**src/ipr_pkg.sv**
```systemverilog
// Shared constants and carrier types for the interrupt priority resolver.
// Assumes one 10 MHz clock and an active-low asynchronous reset.
package ipr_pkg;
  localparam int IPR_NSRC = 8;
  localparam int IPR_PRIO_W = 3;
  localparam logic [2:0] IPR_THR_RST = 3'h7;
  localparam logic [2:0] IPR_PRIO_LOWEST = 3'h7;
  // Source index doubles as the fixed default ranking, zero ranks highest
  localparam logic [2:0] IPR_SRC_TMR = 3'h0;
  localparam logic [2:0] IPR_SRC_SRX = 3'h1;
  localparam logic [2:0] IPR_SRC_STX = 3'h2;
  localparam logic [2:0] IPR_SRC_EXT4 = 3'h3;
  localparam logic [2:0] IPR_SRC_EXT0 = 3'h4;
  localparam logic [2:0] IPR_SRC_EXT1 = 3'h5;
  localparam logic [2:0] IPR_SRC_EXT2 = 3'h6;
  localparam logic [2:0] IPR_SRC_EXT3 = 3'h7;
  localparam logic [7:0] IPR_TYPE_TMR0 = 8'h08;
  localparam logic [7:0] IPR_TYPE_TMR1 = 8'h12;
  localparam logic [7:0] IPR_TYPE_TMR2 = 8'h13;
  localparam logic [7:0] IPR_TYPE_SRX = 8'h14;
  localparam logic [7:0] IPR_TYPE_STX = 8'h15;
  localparam logic [7:0] IPR_TYPE_EXT4 = 8'h11;
  localparam logic [7:0] IPR_TYPE_EXT0 = 8'h0c;
  localparam logic [7:0] IPR_TYPE_EXT1 = 8'h0d;
  localparam logic [7:0] IPR_TYPE_EXT2 = 8'h0e;
  localparam logic [7:0] IPR_TYPE_EXT3 = 8'h0f;

  typedef struct packed {
    logic [7:0] mask;
    logic [7:0][2:0] prio;
    logic [1:0] cas_en;
    logic [1:0] sfnm_en;
  } ipr_cfg_t;

  typedef struct packed {
    logic valid;
    logic [2:0] idx;
  } ipr_win_t;
endpackage : ipr_pkg

```
**src/ipr_timer_status.sv**
```systemverilog
// Second-level status for the three timers behind the shared input.
// Assumes event pulses and an acknowledge pulse in the clock domain.
`timescale 1ns/1ns
module ipr_timer_status
  import ipr_pkg::*;
(
  input wire logic clock_i,
  input wire logic arst_n_i,
  input wire logic [2:0] evt_i,
  input wire logic ack_i,
  output logic [2:0] status_o,
  output logic pend_o,
  output logic [1:0] sel_o
);
  logic [2:0] status;
  logic [2:0] clr;
  logic [2:0] next_status;

  // Timer 0 outranks timer 1, which outranks timer 2
  assign sel_o = status[0] ? 2'h0 : (status[1] ? 2'h1 : 2'h2);
  assign clr = ack_i ? (3'h1 << sel_o) : 3'h0;
  // New events win over the clear in the same cycle
  assign next_status = (status & ~clr) | evt_i;
  // Shared request stays up while any status bit remains
  assign pend_o = |status;
  assign status_o = status;

  always_ff @(posedge clock_i or negedge arst_n_i) begin
    if (!arst_n_i) begin
      status <= 3'h0;
    end else begin
      status <= next_status;
    end
  end

  AST_TMR_KEEP: assert property (@(posedge clock_i) disable iff (!arst_n_i)
    ack_i && ($countones(status) > 1) |=> pend_o)
    else $error("Shared timer request dropped with timers still pending");
  AST_TMR_ONLY: assert property (@(posedge clock_i) disable iff (!arst_n_i)
    ack_i && (evt_i == 3'h0) |=> $countones(status) == $countones($past(status)) - 1)
    else $error("Timer acknowledge did not clear exactly one status bit");
endmodule : ipr_timer_status

```
**src/ipr_resolve.sv**
```systemverilog
// Combinational priority resolution over all pending sources.
// Assumes registered request, in-service and configuration inputs.
`timescale 1ns/1ns
module ipr_resolve
  import ipr_pkg::*;
#(
  parameter int NSRC = IPR_NSRC
) (
  input wire logic [NSRC-1:0] req_i,
  input wire logic [NSRC-1:0] mask_i,
  input wire logic [NSRC-1:0][2:0] prio_i,
  input wire logic [2:0] thr_i,
  input wire logic [NSRC-1:0] insvc_i,
  input wire logic [NSRC-1:0] self_ok_i,
  output ipr_win_t win_o
);
  logic [NSRC-1:0] qual;
  logic any_svc;
  logic [2:0] min_svc;
  logic [2:0] best;

  always_comb begin
    any_svc = 1'b0;
    min_svc = IPR_PRIO_LOWEST;
    for (int i = 0; i < NSRC; i++) begin
      if (insvc_i[i] && (prio_i[i] <= min_svc)) begin
        min_svc = prio_i[i];
      end
      any_svc = any_svc | insvc_i[i];
    end
  end

  always_comb begin
    for (int i = 0; i < NSRC; i++) begin
      qual[i] = req_i[i] && !mask_i[i]
        && (prio_i[i] <= thr_i)
        && (!insvc_i[i] || self_ok_i[i])
        && (!any_svc || (prio_i[i] <= min_svc));
    end
  end

  // Descending scan with <= lets the lower index win a tie
  always_comb begin
    win_o = '0;
    best = IPR_PRIO_LOWEST;
    for (int i = NSRC - 1; i >= 0; i--) begin
      if (qual[i] && (!win_o.valid || (prio_i[i] <= best))) begin
        win_o.valid = 1'b1;
        win_o.idx = i[2:0];
        best = prio_i[i];
      end
    end
  end
endmodule : ipr_resolve

```
**src/ipr_irq_resolver.sv**
```systemverilog
// Interrupt priority resolver: pending, in-service, cascade pins, CPU request.
// Assumes synchronous event inputs, CPU acknowledge and end-of-interrupt pulses.
`timescale 1ns/1ns
module ipr_irq_resolver
  import ipr_pkg::*;
(
  input wire logic clock_i,
  input wire logic arst_n_i,
  input wire ipr_cfg_t cfg_i,
  input wire logic thr_wr_i,
  input wire logic [2:0] thr_data_i,
  input wire logic [2:0] tmr_evt_i,
  input wire logic serial_rx_evt_i,
  input wire logic serial_tx_evt_i,
  input wire logic ext_irq_in_four_i,
  input wire logic ext_irq_in_zero_i,
  input wire logic ext_irq_in_one_i,
  input wire logic ext_irq_in_two_i,
  input wire logic ext_irq_in_three_i,
  input wire logic cpu_ack_i,
  input wire logic eoi_i,
  input wire logic [2:0] eoi_src_i,
  output logic cpu_irq_o,
  output logic [7:0] int_type_o,
  output logic int_type_valid_o,
  output logic int_type_ext_o,
  output logic [2:0] thr_o,
  output logic [7:0] req_o,
  output logic [7:0] insvc_o,
  output logic [2:0] tmr_status_o,
  output logic cascade_ack_out_zero_n_o,
  output logic cascade_ack_out_zero_oe_o,
  output logic cascade_ack_out_one_n_o,
  output logic cascade_ack_out_one_oe_o
);
  logic [7:0] req;
  logic [7:0] insvc;
  logic [2:0] thr;
  logic cpu_irq;
  logic [7:0] int_type;
  logic int_type_valid;
  logic int_type_ext;
  logic ack0_n;
  logic ack1_n;
  logic ack0_oe;
  logic ack1_oe;

  ipr_win_t win;
  logic ack_fire;
  logic tmr_ack;
  logic tmr_pend;
  logic [1:0] tmr_sel;
  logic [2:0] tmr_left;
  logic [7:0] evt;
  logic [7:0] self_ok;
  logic [7:0] ack_onehot;
  logic [7:0] eoi_onehot;
  logic [7:0] next_req;
  logic [7:0] next_insvc;
  logic [7:0] tmr_type;
  logic [7:0] fix_type;
  logic [7:0] win_type;
  logic win_casc;
  logic next_cpu_irq;
  logic next_ack0_n;
  logic next_ack1_n;

  // Acknowledge only acts when something qualifies at that moment
  assign ack_fire = cpu_ack_i && win.valid;
  assign tmr_ack = ack_fire && (win.idx == IPR_SRC_TMR);

  // Event vector; pins two and three stop requesting in cascade mode
  assign evt[IPR_SRC_TMR] = |tmr_evt_i;
  assign evt[IPR_SRC_SRX] = serial_rx_evt_i;
  assign evt[IPR_SRC_STX] = serial_tx_evt_i;
  assign evt[IPR_SRC_EXT4] = ext_irq_in_four_i;
  assign evt[IPR_SRC_EXT0] = ext_irq_in_zero_i;
  assign evt[IPR_SRC_EXT1] = ext_irq_in_one_i;
  assign evt[IPR_SRC_EXT2] = ext_irq_in_two_i && !cfg_i.cas_en[0];
  assign evt[IPR_SRC_EXT3] = ext_irq_in_three_i && !cfg_i.cas_en[1];

  // Self preemption only for inputs zero and one, cascade or not
  assign self_ok = {2'h0, cfg_i.sfnm_en, 4'h0};

  assign ack_onehot = ack_fire ? (8'h01 << win.idx) : 8'h00;
  assign eoi_onehot = eoi_i ? (8'h01 << eoi_src_i) : 8'h00;

  ipr_timer_status u_tmr (
    .clock_i(clock_i),
    .arst_n_i(arst_n_i),
    .evt_i(tmr_evt_i),
    .ack_i(tmr_ack),
    .status_o(tmr_status_o),
    .pend_o(tmr_pend),
    .sel_o(tmr_sel)
  );

  ipr_resolve #(
    .NSRC(IPR_NSRC)
  ) u_res (
    .req_i(req),
    .mask_i(cfg_i.mask),
    .prio_i(cfg_i.prio),
    .thr_i(thr),
    .insvc_i(insvc),
    .self_ok_i(self_ok),
    .win_o(win)
  );

  // Timer status as it will stand after this edge's shared acknowledge
  assign tmr_left = tmr_status_o & ~(tmr_ack ? (3'h1 << tmr_sel) : 3'h0);

  // Pending bits: a new event beats the acknowledge clear
  always_comb begin
    next_req = (req & ~ack_onehot) | evt;
    // Shared bit follows the leftover status, so it drops with the last timer
    next_req[IPR_SRC_TMR] = (|tmr_left) || (|tmr_evt_i);
  end

  // In-service: acknowledge set beats a same-cycle end-of-interrupt
  assign next_insvc = (insvc & ~eoi_onehot) | ack_onehot;

  // Each timer carries its own vector
  assign tmr_type = (tmr_sel == 2'h0) ? IPR_TYPE_TMR0 :
                    (tmr_sel == 2'h1) ? IPR_TYPE_TMR1 : IPR_TYPE_TMR2;

  always_comb begin
    unique case (win.idx)
      IPR_SRC_TMR: fix_type = tmr_type;
      IPR_SRC_SRX: fix_type = IPR_TYPE_SRX;
      IPR_SRC_STX: fix_type = IPR_TYPE_STX;
      IPR_SRC_EXT4: fix_type = IPR_TYPE_EXT4;
      IPR_SRC_EXT0: fix_type = IPR_TYPE_EXT0;
      IPR_SRC_EXT1: fix_type = IPR_TYPE_EXT1;
      IPR_SRC_EXT2: fix_type = IPR_TYPE_EXT2;
      IPR_SRC_EXT3: fix_type = IPR_TYPE_EXT3;
    endcase
  end
  assign win_type = fix_type;

  // Cascaded sources are flagged on int_type_ext_o; int_type_o still carries their fixed type
  assign win_casc = ((win.idx == IPR_SRC_EXT0) && cfg_i.cas_en[0])
                 || ((win.idx == IPR_SRC_EXT1) && cfg_i.cas_en[1]);

  // Dropped during acknowledge so the CPU does not see a stale request
  assign next_cpu_irq = win.valid && !cpu_ack_i;

  assign next_ack0_n = !(ack_fire && (win.idx == IPR_SRC_EXT0) && cfg_i.cas_en[0]);
  assign next_ack1_n = !(ack_fire && (win.idx == IPR_SRC_EXT1) && cfg_i.cas_en[1]);

  always_ff @(posedge clock_i or negedge arst_n_i) begin
    if (!arst_n_i) begin
      req <= 8'h00;
      insvc <= 8'h00;
    end else begin
      req <= next_req;
      insvc <= next_insvc;
    end
  end

  always_ff @(posedge clock_i or negedge arst_n_i) begin
    if (!arst_n_i) begin
      thr <= IPR_THR_RST;
    end else if (thr_wr_i) begin
      thr <= thr_data_i;
    end
  end

  always_ff @(posedge clock_i or negedge arst_n_i) begin
    if (!arst_n_i) begin
      cpu_irq <= 1'b0;
      int_type <= 8'h00;
      int_type_valid <= 1'b0;
      int_type_ext <= 1'b0;
    end else begin
      cpu_irq <= next_cpu_irq;
      int_type_valid <= ack_fire;
      if (ack_fire) begin
        int_type <= win_type;
        int_type_ext <= win_casc;
      end
    end
  end

  // Pins stay inputs after reset until cascade is configured
  always_ff @(posedge clock_i or negedge arst_n_i) begin
    if (!arst_n_i) begin
      ack0_n <= 1'b1;
      ack1_n <= 1'b1;
      ack0_oe <= 1'b0;
      ack1_oe <= 1'b0;
    end else begin
      ack0_n <= next_ack0_n;
      ack1_n <= next_ack1_n;
      ack0_oe <= cfg_i.cas_en[0];
      ack1_oe <= cfg_i.cas_en[1];
    end
  end

  assign cpu_irq_o = cpu_irq;
  assign int_type_o = int_type;
  assign int_type_valid_o = int_type_valid;
  assign int_type_ext_o = int_type_ext;
  assign thr_o = thr;
  assign req_o = req;
  assign insvc_o = insvc;
  assign cascade_ack_out_zero_n_o = ack0_n;
  assign cascade_ack_out_zero_oe_o = ack0_oe;
  assign cascade_ack_out_one_n_o = ack1_n;
  assign cascade_ack_out_one_oe_o = ack1_oe;

  AST_PEND_SET: assert property (@(posedge clock_i) disable iff (!arst_n_i)
    ext_irq_in_zero_i |=> req[IPR_SRC_EXT0])
    else $error("Input zero event did not set its pending bit");

  AST_MASK_ALL: assert property (@(posedge clock_i) disable iff (!arst_n_i)
    (cfg_i.mask == 8'hff) |=> !cpu_irq_o)
    else $error("CPU request raised with every source masked");

  AST_THR_GATE: assert property (@(posedge clock_i) disable iff (!arst_n_i)
    win.valid |-> cfg_i.prio[win.idx] <= thr)
    else $error("Winner priority fails the threshold");

  AST_SELF_BLOCK: assert property (@(posedge clock_i) disable iff (!arst_n_i)
    win.valid && insvc[win.idx] |-> self_ok[win.idx])
    else $error("In-service source chosen outside special nested mode");

  AST_ACK_SVC: assert property (@(posedge clock_i) disable iff (!arst_n_i)
    ack_fire |=> int_type_valid_o && insvc[$past(win.idx)])
    else $error("Acknowledge did not set in-service or present a type");

  AST_ACK_CLR: assert property (@(posedge clock_i) disable iff (!arst_n_i)
    ack_fire && (win.idx != IPR_SRC_TMR) && !evt[win.idx] |=> !req[$past(win.idx)])
    else $error("Acknowledge did not clear the pending bit");

  AST_EOI_CLR: assert property (@(posedge clock_i) disable iff (!arst_n_i)
    eoi_i && !(ack_fire && (win.idx == eoi_src_i)) |=> !insvc[$past(eoi_src_i)])
    else $error("End-of-interrupt did not clear in-service");

  AST_IRQ_DROP: assert property (@(posedge clock_i) disable iff (!arst_n_i)
    !win.valid |=> !cpu_irq_o)
    else $error("CPU request held with nothing qualifying");

  AST_CAS_ACK0: assert property (@(posedge clock_i) disable iff (!arst_n_i)
    !cascade_ack_out_zero_n_o |-> $past(ack_fire) && ($past(win.idx) == IPR_SRC_EXT0))
    else $error("Cascade acknowledge zero pulsed without input zero acknowledge");

  AST_PIN_DIR: assert property (@(posedge clock_i) disable iff (!arst_n_i)
    cascade_ack_out_one_oe_o |-> $past(cfg_i.cas_en[1]))
    else $error("Pin three driven without cascade mode");

  AST_TMR_VEC: assert property (@(posedge clock_i) disable iff (!arst_n_i)
    tmr_ack && tmr_status_o[0] |=> int_type_o == IPR_TYPE_TMR0)
    else $error("Timer zero delivered with the wrong vector");

  AST_TMR_MIRROR: assert property (@(posedge clock_i) disable iff (!arst_n_i)
    req[IPR_SRC_TMR] == tmr_pend)
    else $error("Shared timer request out of step with timer status");

  AST_CAS_ACK1: assert property (@(posedge clock_i) disable iff (!arst_n_i)
    !cascade_ack_out_one_n_o |-> $past(ack_fire) && ($past(win.idx) == IPR_SRC_EXT1))
    else $error("Cascade acknowledge one pulsed without input one acknowledge");

  AST_CAS_IN2: assert property (@(posedge clock_i) disable iff (!arst_n_i)
    cfg_i.cas_en[0] && !req[IPR_SRC_EXT2] |=> !req[IPR_SRC_EXT2])
    else $error("Input two requested while serving as acknowledge output");

  AST_TMR_BLOCK: assert property (@(posedge clock_i) disable iff (!arst_n_i)
    insvc[IPR_SRC_TMR] |-> !(win.valid && (win.idx == IPR_SRC_TMR)))
    else $error("Timer chosen while the shared timer is in service");

  AST_SFNM_ONLY: assert property (@(posedge clock_i) disable iff (!arst_n_i)
    win.valid && insvc[win.idx] |->
      ((cfg_i.sfnm_en[0] && (win.idx == IPR_SRC_EXT0))
      || (cfg_i.sfnm_en[1] && (win.idx == IPR_SRC_EXT1))))
    else $error("Self preemption outside inputs zero and one");

  AST_ACK_IDLE: assert property (@(posedge clock_i) disable iff (!arst_n_i)
    cpu_ack_i && !win.valid |=> !int_type_valid_o)
    else $error("Type presented for an acknowledge with nothing qualifying");

  AST_IRQ_RAISE: assert property (@(posedge clock_i) disable iff (!arst_n_i)
    win.valid && !cpu_ack_i |=> cpu_irq_o)
    else $error("Qualifying source did not raise the CPU request");
endmodule : ipr_irq_resolver

```
**config.mk**
```make
export PLATFORM = sky130hd
export DESIGN_NAME = ipr_irq_resolver
export DESIGN_NICKNAME = d
export VERILOG_FILES = /design/src/ipr_pkg.sv /design/src/ipr_timer_status.sv /design/src/ipr_resolve.sv /design/src/ipr_irq_resolver.sv
export SDC_FILE = /design/constraint.sdc
export NUM_CORES = 1
export LEC_CHECK = 0
export BUFFER_PORTS_ARGS = -buffer_cell sky130_fd_sc_hd__buf_2
export CAP_MARGIN = 25
export CORE_UTILIZATION = 45
export DETAILED_ROUTE_END_ITERATION = 12
export PLACE_DENSITY = 0.78
export SLEW_MARGIN = 15
export SYNTH_ARGS = -nofsm -noshare
export SYNTH_HDL_FRONTEND = slang
export SYNTH_SLANG_ARGS = --single-unit
export TNS_END_PERCENT = 10
```
**constraint.sdc**
```tcl
create_clock -name clock_i -period 29.9 [get_ports clock_i]
set_input_delay 1.495 -clock clock_i [delete_from_list [all_inputs] [get_ports clock_i]]
set_output_delay 1.495 -clock clock_i [all_outputs]
set_load 0.03 [all_outputs]
```
# Yosys cells after proc, flatten, opt, wreduce, memory -nomap -nowiden
# Cells that the tools add are included.
[totals] ff_bits=37 in_bits=57 wordCells=211
[classes] n_lt_le_gt_ge=31 n_eq_ne=8 n_shift=3 mux=31 bitwise=16 reduce_logical=110
[ops] cell="less-or-equal comparator 3 bit" n=30
[ops] cell="case mux 8 bit (8 select lines)" n=1
[ops] cell="logical AND 1 bit" n=58
[ops] cell="2-to-1 mux 3 bit" n=16
[ops] cell="2-to-1 mux 4 bit" n=8
[ops] cell="logical NOT 1 bit" n=29
[ops] cell="logical OR 1 bit" n=19
[ops] cell="AND 8 bit" n=2
[ops] cell="2-to-1 mux 8 bit" n=2
[ops] cell="inverter 8 bit" n=2
[ops] cell="OR 8 bit" n=2
[ops] cell="left shift 1 x 3 -> 8 bit (first input constant)" n=2
[ops] cell="equality test 3 bit (second input constant)" n=4
[ops] cell="OR 1 bit" n=7
[ops] cell="equality test 3 x 2 -> 1 bit (second input constant)" n=2
[ops] cell="OR reduction 3 bit" n=2
[ops] cell="2-to-1 mux 5 bit" n=1
[ops] cell="2-to-1 mux 2 bit" n=2
[ops] cell="AND 3 bit" n=1
[ops] cell="equality test 3 x 1 -> 1 bit (second input constant)" n=1
[ops] cell="less-or-equal comparator 3 bit (second input constant)" n=1
[ops] cell="logical NOT 3 bit" n=1
[ops] cell="inverter 3 bit" n=1
[ops] cell="OR 3 bit" n=1
[ops] cell="4 further kinds" n=4

# Longest topological paths before layout
# Gate-level depths: netlist of the first run.
[logic_depth] ltp_word=63 ltp_mapped=107 mapped_depth_nobuf=105

# Cells and area by module
# A second synthesis of the first run with hierarchy kept.
[unflattened] hier_cells=542 hier_area_um2=4508.1
[by_module_without_submodules] mod="ipr_resolve" instances=1 cells_each=415 area_each_um2=3103.0
[by_module_without_submodules] mod="ipr_irq_resolver" instances=1 cells_each=114 area_each_um2=1275.0
[by_module_without_submodules] mod="ipr_timer_status" instances=1 cells_each=13 area_each_um2=130.1

# Worst setup path before layout of the first run
# OpenSTA, ideal clock, no wires.
[synth_timing] kind="input to register" from="input cfg_i[4] in the netlist's numbering" to="register req[5] (netlist: req_o[5])" arrival_time_ns=19.962 setup_slack_ns=9.820 path_stages=104 path_buffers=2 path_cell_list="inv_1 -> nand2_1 -> ha_1 -> nor2_1 -> a21oi_1 -> o41a_2 -> nor2_1 -> a21oi_1 -> ha_1 -> nor2_1 -> maj3_1 -> o21ai_0 -> nand3_1 -> a21oi_1 -> inv_1 -> ha_1 -> nor2_1 -> maj3_1 -> (+68 left out) -> inv_1 -> a21o_1 -> a21oi_1 -> a31oi_1 -> o21ai_2 -> nand2_1 -> mux2_2 -> ha_1 -> a21o_1 -> a21oi_1 -> a31oi_1 -> o21ai_0 -> a22oi_1 -> and3_1 -> buf_2 -> buf_2 -> nand3_1 -> a21o_1"
[synth_between] elab_chain_cells=61
[synth_lines] item="from (decl)" line_no="ipr_irq_resolver.sv:9" text="input wire ipr_cfg_t cfg_i,"
[synth_lines] item="less-or-equal comparator 3 bit" line_no="ipr_resolve.sv:26" text="if (insvc_i[i] && (prio_i[i] <= min_svc)) begin"
[synth_lines] item="logical AND 1 bit" line_no="ipr_resolve.sv:26"
[synth_lines] item="2-to-1 mux 3 bit" line_no="ipr_resolve.sv:26"
[synth_lines] item="less-or-equal comparator 3 bit" line_no="ipr_resolve.sv:26"
[synth_lines] item="logical AND 1 bit" line_no="ipr_resolve.sv:26"
[synth_lines] item="2-to-1 mux 3 bit" line_no="ipr_resolve.sv:26"
[synth_lines] item="less-or-equal comparator 3 bit" line_no="ipr_resolve.sv:26"
[synth_lines] item="logical AND 1 bit" line_no="ipr_resolve.sv:26"
[synth_lines] item="(+46 left out)"
[synth_lines] item="logical AND 1 bit" line_no="ipr_resolve.sv:47" text="if (qual[i] && (!win_o.valid || (prio_i[i] <= best))) begin"
[synth_lines] item="2-to-1 mux 4 bit (*)" line_no="ipr_resolve.sv:47"
[synth_lines] item="left shift 1 x 3 -> 8 bit / logical AND 1 bit (equally long branches)" line_no="ipr_irq_resolver.sv:85, ipr_irq_resolver.sv:69"
[synth_lines] item="2-to-1 mux 8 bit (*)" line_no="ipr_irq_resolver.sv:85" text="assign ack_onehot = ack_fire ? (8'h01 << win.idx) : 8'h00;"
[synth_lines] item="inverter 8 bit (*)" line_no="ipr_irq_resolver.sv:115" text="next_req = (req & ~ack_onehot) | evt;"
[synth_lines] item="AND 8 bit (*)" line_no="ipr_irq_resolver.sv:115"
[synth_lines] item="OR 8 bit (*)" line_no="ipr_irq_resolver.sv:115"
[synth_lines] item="net next_req[5]" line_no="ipr_irq_resolver.sv:58" text="logic [7:0] next_req;"
[synth_lines] item="to (signal assigned)" line_no="ipr_irq_resolver.sv:156" text="req <= next_req;"
[synth_lines] item="to (decl)" line_no="ipr_irq_resolver.sv:36" text="logic [7:0] req;"
# The timed path passes the listed nets; every way through them passes the cells marked *.
# A chain may end at the register's enable or synchronous reset.

# Final worst setup path of the first run
[layout_timing] from="input cfg_i[4] in the netlist's numbering" to="register req[7] (netlist: req_o[7])"
# Same word-level chain as after synthesis.

==> metrics.txt, run 1 <==
Seq/Total Area, Yosys=19.05%; crit-path max FO=20; min-delay worst type=reg -> reg; Top FF cell, synth=dfrtp_1; ys async rst share=100.0%; Die ar.=0.01040 mm^2; first-pass iteration count of the detailed router=7; final worst-path cycle share=approximately 77%; Fillers=about 960; RSZ-0062 raised after global routing=false; Total GRT Usage=26.45%; largest net degree at the start of global routing=35; status=complete, no violations; WP buf/inv=9; clk sinks=34; worst vdd ir=0.00008014 V; Residual DRC=0; minimum clock period=~23 ns; CP top delay family=compound AO/OA/AOI/OAI gates; die width=102.0 um; Required @ worst endpoint=30.04 ns; post-route ant nets=0; total grt overflow=0; Cell Pwr Density=108.8 mW/mm^2; Final setup viols=0; Final Max Tran Viols=0; # nets final=745; top sig layer=met4; Die Height=approximately 100 um; met3 wire length=around 940 um; top cells by area, synth=ha_1 (17%), dfrtp_1 (16%), inv_1 (3.6%); most frequent CP cell=ha_1; synthesized area per cell=about 8.2 um^2; top-area cell type share of the netlist area=16.69%; DP Cell Count=754; Post-Syn Area=0.004499 mm^2; FMAX=0.04361 GHz; Metal-1 WL=5624 um; half-perimeter wire length after placement=approximately 11,000 um; routability congestion estimate=between 0.9 and 1; MaxCap Viol Count=0; IO Pins=94; critical setup path kind=in -> reg; #FFs+latches synth=34; Critical Path Max Stage Delay=0.65 ns; Syn. warnings=0; Post-synth EDFFs=0; CORE AREA=0.009729 mm^2; via/cell ratio=6.088; # diodes=0; Clock Path Buffers=2; fraction of layout cells with a size suffix above 1=between 20% and 30%; Routed Wire Length=13,310 um; final cell count without fillers=762; hold slack=0.4894 ns; slowest CP cell=and3_1; Reg clk slew, reported paths=around 0.070 ns; CTS Hold Bufs=0; CTS Buf Count=5; initial antenna violation count=0; DR WL met2=6189 um; worst slew margin relative to its limit=45.19%; CTS resizes=0; worst skew pair latency=0.29 ns; CTS H-tree lvls=2; Data arrival, critical path=23.07 ns; Final Skew=0.01003 ns; Synth area leader=ha_1; startpoint types=input port; Row Count=36; drt wl/cell=17.46 um; Leakage=between 2 and 2.5 nW; CTS tree=done; Port Buf Inserts=90; CTS root buf=clkbuf_8; commonest non-fill, non-tap cell in the layout=buf_2; Worst-Margin Slew=roughly 0.8 ns; vias in the first global route=4,673; commonest cells after routing, fill and taps aside=buf_2 (90), ha_1 (60), inv_1 (43), nand2_1 (43), nor2_1 (37); setup_tns=0 ns; endpoints failing hold=0; Layout area overhead=13.24%; drt first-iter violations=318; Mapped Cells=approximately 550; Post CTS Setup Buffer Count=0; Tot Pwr=0.5545 mW; Initial Utilization=46.24%; global-route wire length before repair=21,800 um; CP endpoint kind=register; Via Count=4,639; R2R setup slack=7.76 ns; Distinct cells, synth=84
## metal layers
| layer | vias up | GRT usage (%) |
|---|---|---|
| li1 | 2213 | - |
| met1 | 2187 | 32.39 |
| met2 | 195 | 44.91 |
| met3 | 44 | 4.104 |
| met4 | 0 | 13.63 |
| met5 | - | 0 |
## final cells by class
class	count	area, um^2	area share, %
clock inverters	2	10.01	0.1965
clock buffers	6	72.57	1.424
well taps	133	166.4	3.266
flip-flops and latches	34	857.1	16.82
inverters	43	161.4	3.168
repair buffers	90	450.4	8.841
multi-input cells	454	3377	66.28
## worst min-delay path: cells and delay by family, from the launching register on
family           cells  cell delay [ns]
flip-flops           1             0.34
AO/OA/AOI/OAI        1             0.06
AND/OR/NAND/NOR      1             0.04
## logic make-up (layout without fill, tap and decap cells)
kind of cell | count (synthesis) | after routing | synth area share, %
AO/OA/AOI/OAI | 178 | 178 | 28.64
adder cells (fa/ha/maj) | 69 | 69 | 18.69
buffers and inverters | 60 | 141 | 6.062
flip-flops | 34 | 34 | 19.05
multiplexers | 22 | 22 | 5.784
other | 1 | 3 | 0.08335
AND/OR/NAND/NOR | 182 | 182 | 21.69
## report_power, final
part / internal [mW] / switching, mW
combinational: 0.170 / 0.268
sequential: 0.0615 / 0.0220
clock: 0.0161 / 0.0168
## worst paths after layout
check,startpoint,to,cells after the start
setup / recovery,cfg_i[4],req_o[7]$_DFF_PN0_,103
hold / removal,int_type_o[2]$_DFFE_PN0P_,int_type_o[2]$_DFFE_PN0P_,2
setup reg to reg,insvc_o[0]$_DFF_PN0_,req_o[7]$_DFF_PN0_,101
hold reg to reg,int_type_o[2]$_DFFE_PN0P_,int_type_o[2]$_DFFE_PN0P_,2
max in group asynchronous,arst_n_i,req_o[7]$_DFF_PN0_,1
min in group asynchronous,arst_n_i,req_o[0]$_DFF_PN0_,1
## per-stage QoR
stage	setup slack [ns]	area (um^2)	util, %
after CTS	7.196	5095	52.37
after floorplan	9.820	4507	-
after global routing	5.591	5095	52.37
after global placement	7.797	5012	51.52
after detailed placement	7.035	5012	51.52
final	6.969	5095	52.37
## state kept, by name (all words and copies together), names as in the netlist
register,flops
cascade_ack_out_one_n_o,1
cascade_ack_out_one_oe_o,1
cascade_ack_out_zero_n_o,1
cascade_ack_out_zero_oe_o,1
cpu_irq_o,1
insvc_o,8
int_type_ext_o,1
int_type_o,5
int_type_valid_o,1
req_o,8
thr_o,3
u_tmr.status_o,3
## Yosys cell counts (all sizes together) (17+ instances only)
cell	number
mux2	17
nor2	38
dfrtp	29
inv	43
a21oi	28
o21ai	43
nand3	18
nand2	44
nand2b	18
ha	60
No activity file was read; power rests on OpenSTA's default activity.
==> run 2: changes to the inputs <==
--- a/config.mk
+++ b/config.mk
@@ -5,11 +5,12 @@
 export SDC_FILE = /design/constraint.sdc
 export NUM_CORES = 1
 export LEC_CHECK = 0
+export ABC_AREA = 1
 export BUFFER_PORTS_ARGS = -buffer_cell sky130_fd_sc_hd__buf_2
 export CAP_MARGIN = 25
 export CORE_UTILIZATION = 45
 export DETAILED_ROUTE_END_ITERATION = 12
-export PLACE_DENSITY = 0.78
+export PLACE_DENSITY = 0.81
 export SLEW_MARGIN = 15
 export SYNTH_ARGS = -nofsm -noshare
 export SYNTH_HDL_FRONTEND = slang
==> constraint.sdc (replaced) <==
create_clock -name clock_i -period 19.4 [get_ports clock_i]
set_input_delay 0.97 -clock clock_i [delete_from_list [all_inputs] [get_ports clock_i]]
set_output_delay 0.97 -clock clock_i [all_outputs]
set_load 0.03 [all_outputs]
==> run 2 against run 1 <==
Sequential share of layout area grew 0.87 points; utilization grew 2.4 points; worst setup slack lost 4.0 ns.
==> metrics.txt, run 2 <==
fraction of layout cells with a size suffix above 1=26.60% (+3.1 points); # nets final=804 (+7.9%); Distinct cells, synth=42 (-50%); synthesized area per cell=7.086 um^2 (-14%); CTS Hold Bufs=0 (unchanged); R2R setup slack=3.33 ns (-4.43 ns); routability congestion estimate=0.9424 (+0.26%); hold slack=0.5015 ns (+0.01208 ns); IO Pins=94 (unchanged); startpoint types=input port; MaxCap Viol Count=0 (unchanged); R2R Path Start=insvc_o[0]$_DFF_PN0_; post-route ant nets=0 (unchanged); half-perimeter wire length after placement=9783 um (-7.5%); Initial Utilization=47.33% (+1.1 points); largest net degree at the start of global routing=35 (unchanged); Die ar.=0.009696 mm^2 (-6.8%); Post-Syn Area=0.004188 mm^2 (-6.9%); clk sinks=34 (unchanged); Layout area overhead=15.66%; Row Count=34 (-5.6%); Tot Pwr=0.9278 mW (+67%); Port Buf Inserts=90 (unchanged); Leakage=2.694 nW (+12%); Register Area=857.1 um^2 (unchanged); final non-filler cell area=0.004843 mm^2 (-4.9%); worst min-delay path endpoint=int_type_o[3]$_DFFE_PN0P_; Seq/Total Area, Yosys=20.47% (+1.4 points); top-area cell type share of the netlist area=17.93% (+1.2 points); worst skew pair latency=0.29 ns (about the same); Via Count=4,443 (-4.2%); via/cell ratio=5.582 (-8.3%); # diodes=0 (unchanged); CTS Buf Count=5 (unchanged); crit-path max FO=10 (-50%); Routed Wire Length=11,750 um (-12%); Required @ worst endpoint=19.59 ns (-10.45 ns); setup_tns=0 ns (unchanged); most frequent CP cell=nand2_1; CTS resizes=0 (unchanged); Critical Path Max Stage Delay=0.34 ns (-0.31 ns); vias in the first global route=4,345 (-7.0%); Final Max Tran Viols=0 (unchanged); top cells by area, synth=ha_1 (18%), dfrtp_1 (17%), nand2_1 (12%); Reg clk slew, reported paths=0.07 ns (about the same); endpoints failing hold=0 (unchanged); hold path startpoint=int_type_o[3]$_DFFE_PN0P_; Post-synth top cells=nand2_1 (133), inv_1 (77), ha_1 (60); critical setup path kind=in -> reg; CTS H-tree lvls=2 (unchanged); Top FF cell, synth=dfrtp_1; Residual DRC=0 (unchanged); commonest non-fill, non-tap cell in the layout=nand2_1; CORE AREA=0.008848 mm^2 (-9.1%); Die Height=98.47 um (-3.5%); status=complete, no violations; worst vdd ir=0.00009731 V (+21%); Post CTS Setup Buffer Count=0 (unchanged); Syn. warnings=0 (unchanged); Total GRT Usage=24.56% (-1.9 points); worst slew margin relative to its limit=48.02% (+2.8 points); Final setup viols=0 (unchanged); FMAX=0.06095 GHz; minimum clock period=16.41 ns; total grt overflow=0 (unchanged); Final Skew=0.007948 ns (-0.002079 ns); first-pass iteration count of the detailed router=7 (unchanged); final worst-path cycle share=84.57%; multi-input logic area=0.002974 mm^2 (-12%); Worst-Margin Slew=0.7726 ns (-0.04409 ns); commonest cells after routing, fill and taps aside=nand2_1 (133), buf_2 (91), inv_1 (77), ha_1 (60), nand3_1 (49); Clock Path Buffers=2 (unchanged); drt first-iter violations=285 (-10%); initial antenna violation count=0 (unchanged); most numerous cell in the Yosys netlist=nand2_1; CTS root buf=clkbuf_8; min-delay worst type=reg -> reg; global-route wire length before repair=19,480 um (-11%); Post-synth EDFFs=0 (unchanged); DP Area=0.004747 mm^2 (-5.3%); RSZ-0062 raised after global routing=false; #FFs+latches synth=34 (unchanged); R2R depth=121 (+20%); Fillers=831 (-13%); WHS Path Cells=1 (-1); RR Endpoint=req_o[3]$_DFF_PN0_; drt wl/cell=14.76 um (-15%); Synth area leader=ha_1; die width=98.47 um (-3.5%); CTS tree=done; Cell Pwr Density=191.6 mW/mm^2 (+76%); Data arrival, critical path=16.59 ns (-6.48 ns); CP endpoint kind=register; ys async rst share=100.0% (unchanged); slowest CP cell=o21ai_0; Mapped Cells=591 (+8.2%)
==> run 2: final cells by class <==
class / instances / area share, %
flip-flops and latches: 34 / 17.70
repair buffers: 91 / 9.403
multi-input cells: 467 / 61.41
inverters: 88 / 6.820
clock buffers: 7 / 1.782
well taps: 108 / 2.790
clock inverters: 1 / 0.1033
==> run 2: stage by stage <==
step | cells | util [%] | setup slack, ns
after detailed placement | 787 | 53.65 | 2.274
after floorplan | 593 | - | 4.692
after CTS | 795 | 54.68 | 2.563
after global placement | 787 | 53.65 | 3.214
final | 796 | 54.74 | 2.993
after global routing | 796 | 54.74 | 1.305
==> run 2: routing by layer <==
layer / share of wire, % / track usage (%) / up-vias
met5: 0 / 0 / -
met4: 3.7 / 10.45 / 0
met3: 6.6 / 3.617 / 39
met2: 47 / 42.09 / 196
met1: 43 / 30.88 / 2003
li1: - / - / 2205
==> run 2: worst max-delay path, delay by kind of cell <==
| kind | cells | cell delay [ns] |
|---|---|---|
| AOI/OAI and AO/OA | 32 | 4.78 |
| adders and majority gates | 15 | 4.31 |
| buffers and inverters | 13 | 0.89 |
| and+or+nand+nor | 63 | 5.65 |
==> run 2: cell families (layout without fill, tap and decap cells) <==
logic type | after synthesis | in the layout | synth area share (%)
fa+ha+maj | 60 | 60 | 17.93
simple gates | 289 | 289 | 34.96
mux | 1 | 1 | 0.2689
compound gates | 114 | 114 | 17.60
other cells | 1 | 3 | 0.08955
flops | 34 | 34 | 20.47
buf+inv | 92 | 187 | 8.694
==> run 2: where the power goes <==
part | switching, mW | internal, mW | total (mW)
clock network | 0.0260 | 0.0286 | 0.0547
logic | 0.498 | 0.257 | 0.754
registers | 0.0247 | 0.0942 | 0.119
==> run 2: worst max-delay path by stage <==
| stage | endpoint | slack (ns) | startpoint | depth (start not counted) |
|---|---|---|---|---|
| finish | req_o[3]$_DFF_PN0_ | 2.99 | cfg_i[4] | 123 |
| global route | req_o[7]$_DFF_PN0_ | 1.31 | cfg_i[4] | 128 |
| CTS | req_o[3]$_DFF_PN0_ | 2.56 | cfg_i[4] | 125 |
| detailed placement | req_o[3]$_DFF_PN0_ | 2.27 | cfg_i[4] | 123 |
| global placement | req_o[3]$_DFF_PN0_ | 3.21 | cfg_i[4] | 123 |
| floorplan | req_o[3]$_DFF_PN0_ | 4.69 | cfg_i[4] | 121 |
==> run 3: changes to the inputs <==
--- a/config.mk
+++ b/config.mk
@@ -10,7 +10,7 @@
 export CAP_MARGIN = 25
 export CORE_UTILIZATION = 45
 export DETAILED_ROUTE_END_ITERATION = 12
-export PLACE_DENSITY = 0.81
+export PLACE_DENSITY = 0.78
 export SLEW_MARGIN = 15
 export SYNTH_ARGS = -nofsm -noshare
 export SYNTH_HDL_FRONTEND = slang
==> constraint.sdc (replaced) <==
create_clock -name clock_i -period 16.96 [get_ports clock_i]
set_input_delay 0.848 -clock clock_i [delete_from_list [all_inputs] [get_ports clock_i]]
set_output_delay 0.848 -clock clock_i [all_outputs]
set_load 0.03 [all_outputs]
==> run 3 against run 2 <==
Cell area grew 3.7%; non-clock buffer count grew 5; utilization grew 2.0 points; clock power grew 41%; clock-buffer cell count is the same; combinational power grew 23%; routed wire length grew 0.50%; first-iteration DRC count grew 8.8%; die area is the same; largest cell class unchanged; highest routed layer unchanged.
==> metrics.txt, run 3 (synthesis results as in run 2) <==
CP endpoint kind=register; Die ar.=0.009696 mm^2 (unchanged); minimum clock period=15.60 ns; Total GRT Usage=24.67% (+0.11 points); worst vdd ir=0.0001381 V (+42%); WHS Path Cells=2 (+1); Initial Utilization=47.33% (unchanged); post-route ant nets=0 (unchanged); Leakage=2.747 nW (+2.0%); die width=98.47 um (unchanged); via/cell ratio=5.622 (+0.72%); CORE AREA=0.008848 mm^2 (unchanged); largest net degree at the start of global routing=35 (unchanged); Worst-Margin Slew=0.9185 ns (+0.1459 ns); Post-Place Worst Slack=0.5699 ns (-1.705 ns); Critical Path Max Stage Delay=0.32 ns (-0.02 ns); Reg clk slew, reported paths=0.06 ns (about the same); R2R depth=125 (+3.3%); MaxCap Viol Count=0 (unchanged); hold slack=0.4934 ns (-0.008097 ns); crit-path max FO=8 (-2); first-pass iteration count of the detailed router=7 (unchanged); initial antenna violation count=0 (unchanged); critical setup path kind=in -> reg; commonest non-fill, non-tap cell in the layout=nand2_1; Cell Pwr Density=227.4 mW/mm^2 (+19%); worst slew margin relative to its limit=38.21% (-9.8 points); global-route wire length before repair=19,530 um (+0.28%); Worst Slack Setup Final=1.362 ns (-1.631 ns); IO Pins=94 (unchanged); Data arrival, critical path=15.77 ns (-0.82 ns); setup_tns=0 ns (unchanged); routability congestion estimate=0.9148 (-2.9%); drt wl/cell=14.74 um (-0.13%); CTS H-tree lvls=2 (unchanged); min-delay worst type=reg -> reg; slowest CP cell=ha_1; Required @ worst endpoint=17.13 ns (-2.46 ns); Port Buf Inserts=90 (unchanged); fraction of layout cells with a size suffix above 1=29.29% (+2.7 points); final worst-path cycle share=91.97%; clk sinks=34 (unchanged); Residual DRC=0 (unchanged); multi-input logic area=0.003088 mm^2 (+3.8%); CTS tree=done; Row Count=34 (unchanged); vias in the first global route=4,429 (+1.9%); Clock Path Buffers=2 (unchanged); Register Area=857.1 um^2 (unchanged); Die Height=98.47 um (unchanged); endpoints failing hold=0 (unchanged); Via Count=4,503 (+1.4%); # nets final=809 (+0.62%); startpoint types=input port; CTS root buf=clkbuf_8; half-perimeter wire length after placement=9610 um (-1.8%); commonest cells after routing, fill and taps aside=nand2_1 (131), buf_2 (90), inv_1 (77), ha_1 (58), nand3_1 (49); total grt overflow=0 (unchanged); final non-filler cell area=0.005022 mm^2 (+3.7%); Routed Wire Length=11,810 um (+0.50%); Fillers=836 (+0.60%); most frequent CP cell=nand2_1; FMAX=approximately 0.064 GHz; Layout area overhead=19.93%; Final Skew=0.006617 ns (-0.001331 ns); status=complete, no violations; worst skew pair latency=0.29 ns (about the same); Final Max Tran Viols=0 (unchanged); DP Area=0.004755 mm^2 (+0.16%); CTS Buf Count=5 (unchanged); drt first-iter violations=310 (+8.8%); Final setup viols=0 (unchanged); # diodes=0 (unchanged)
==> run 3: cell types whose count changed in the layout (fill, tap and decap cells not counted), sizes merged <==
cell / delta
bufinv: +1
clkinv: -1
buf: +5
==> run 3: what timing repair did <==
action | in CTS | in global routing
hold buffers | 0 | 0
setup endpoints to repair | 0 | 27
setup buffers | 0 | 5
hold endpoints to repair | 0 | 0
resized for setup | 0 | 29
==> run 3: worst max-delay path: cells and delay by family <==
kind | cells | cell delay [ns]
AOI/OAI and AO/OA | 32 | 3.90
buffers and inverters | 12 | 0.84
adders and majority gates | 15 | 4.10
and+or+nand+nor | 68 | 6.05
==> run 3: worst paths after layout <==
kind,start,end,slack [ns]
setup / recovery,cfg_i[4],req_o[6]$_DFF_PN0_,1.36
hold / removal,int_type_o[4]$_DFFE_PN0P_,int_type_o[4]$_DFFE_PN0P_,0.49
setup reg to reg,insvc_o[0]$_DFF_PN0_,req_o[6]$_DFF_PN0_,1.54
hold reg to reg,int_type_o[4]$_DFFE_PN0P_,int_type_o[4]$_DFFE_PN0P_,0.49
max in group asynchronous,arst_n_i,cpu_irq_o$_DFF_PN0_,15.87
min in group asynchronous,arst_n_i,insvc_o[0]$_DFF_PN0_,0.62
==> run 3: metal layers <==
layer | GRT usage, % | up-vias | wire [um]
met2 | 43.93 | 176 | 5780
met5 | 0 | - | 0
met1 | 30.44 | 2068 | 4923
met3 | 3.972 | 31 | 810
met4 | 7.922 | 0 | 290
li1 | - | 2228 | -
==> run 3: cell type report <==
class | instances | area share [%]
multi-input combinational | 467 | 61.48
sequential | 34 | 17.07
timing repair buffer | 96 | 9.865
inverter | 88 | 6.577
tap | 108 | 2.691
clock buffer | 7 | 1.719
clock inverter | 1 | 0.5979
==> run 3: where the power goes <==
| part | internal [mW] | leakage [nW] | switching (mW) |
|---|---|---|---|
| Clock | 0.0479 | 0.0585 | 0.0292 |
| Sequential | 0.108 | 0.373 | 0.0281 |
| Combinational | 0.328 | 2.32 | 0.602 |
==> run 3: stage by stage <==
stage               power (mW)  instances  utilization (%)
floorplan               0.7959        593                -
global placement        0.9502        788            53.73
detailed placement      0.9892        788            53.73
CTS                      1.072        796            55.05
global route             1.263        801            56.76
finish                   1.142        801            56.76
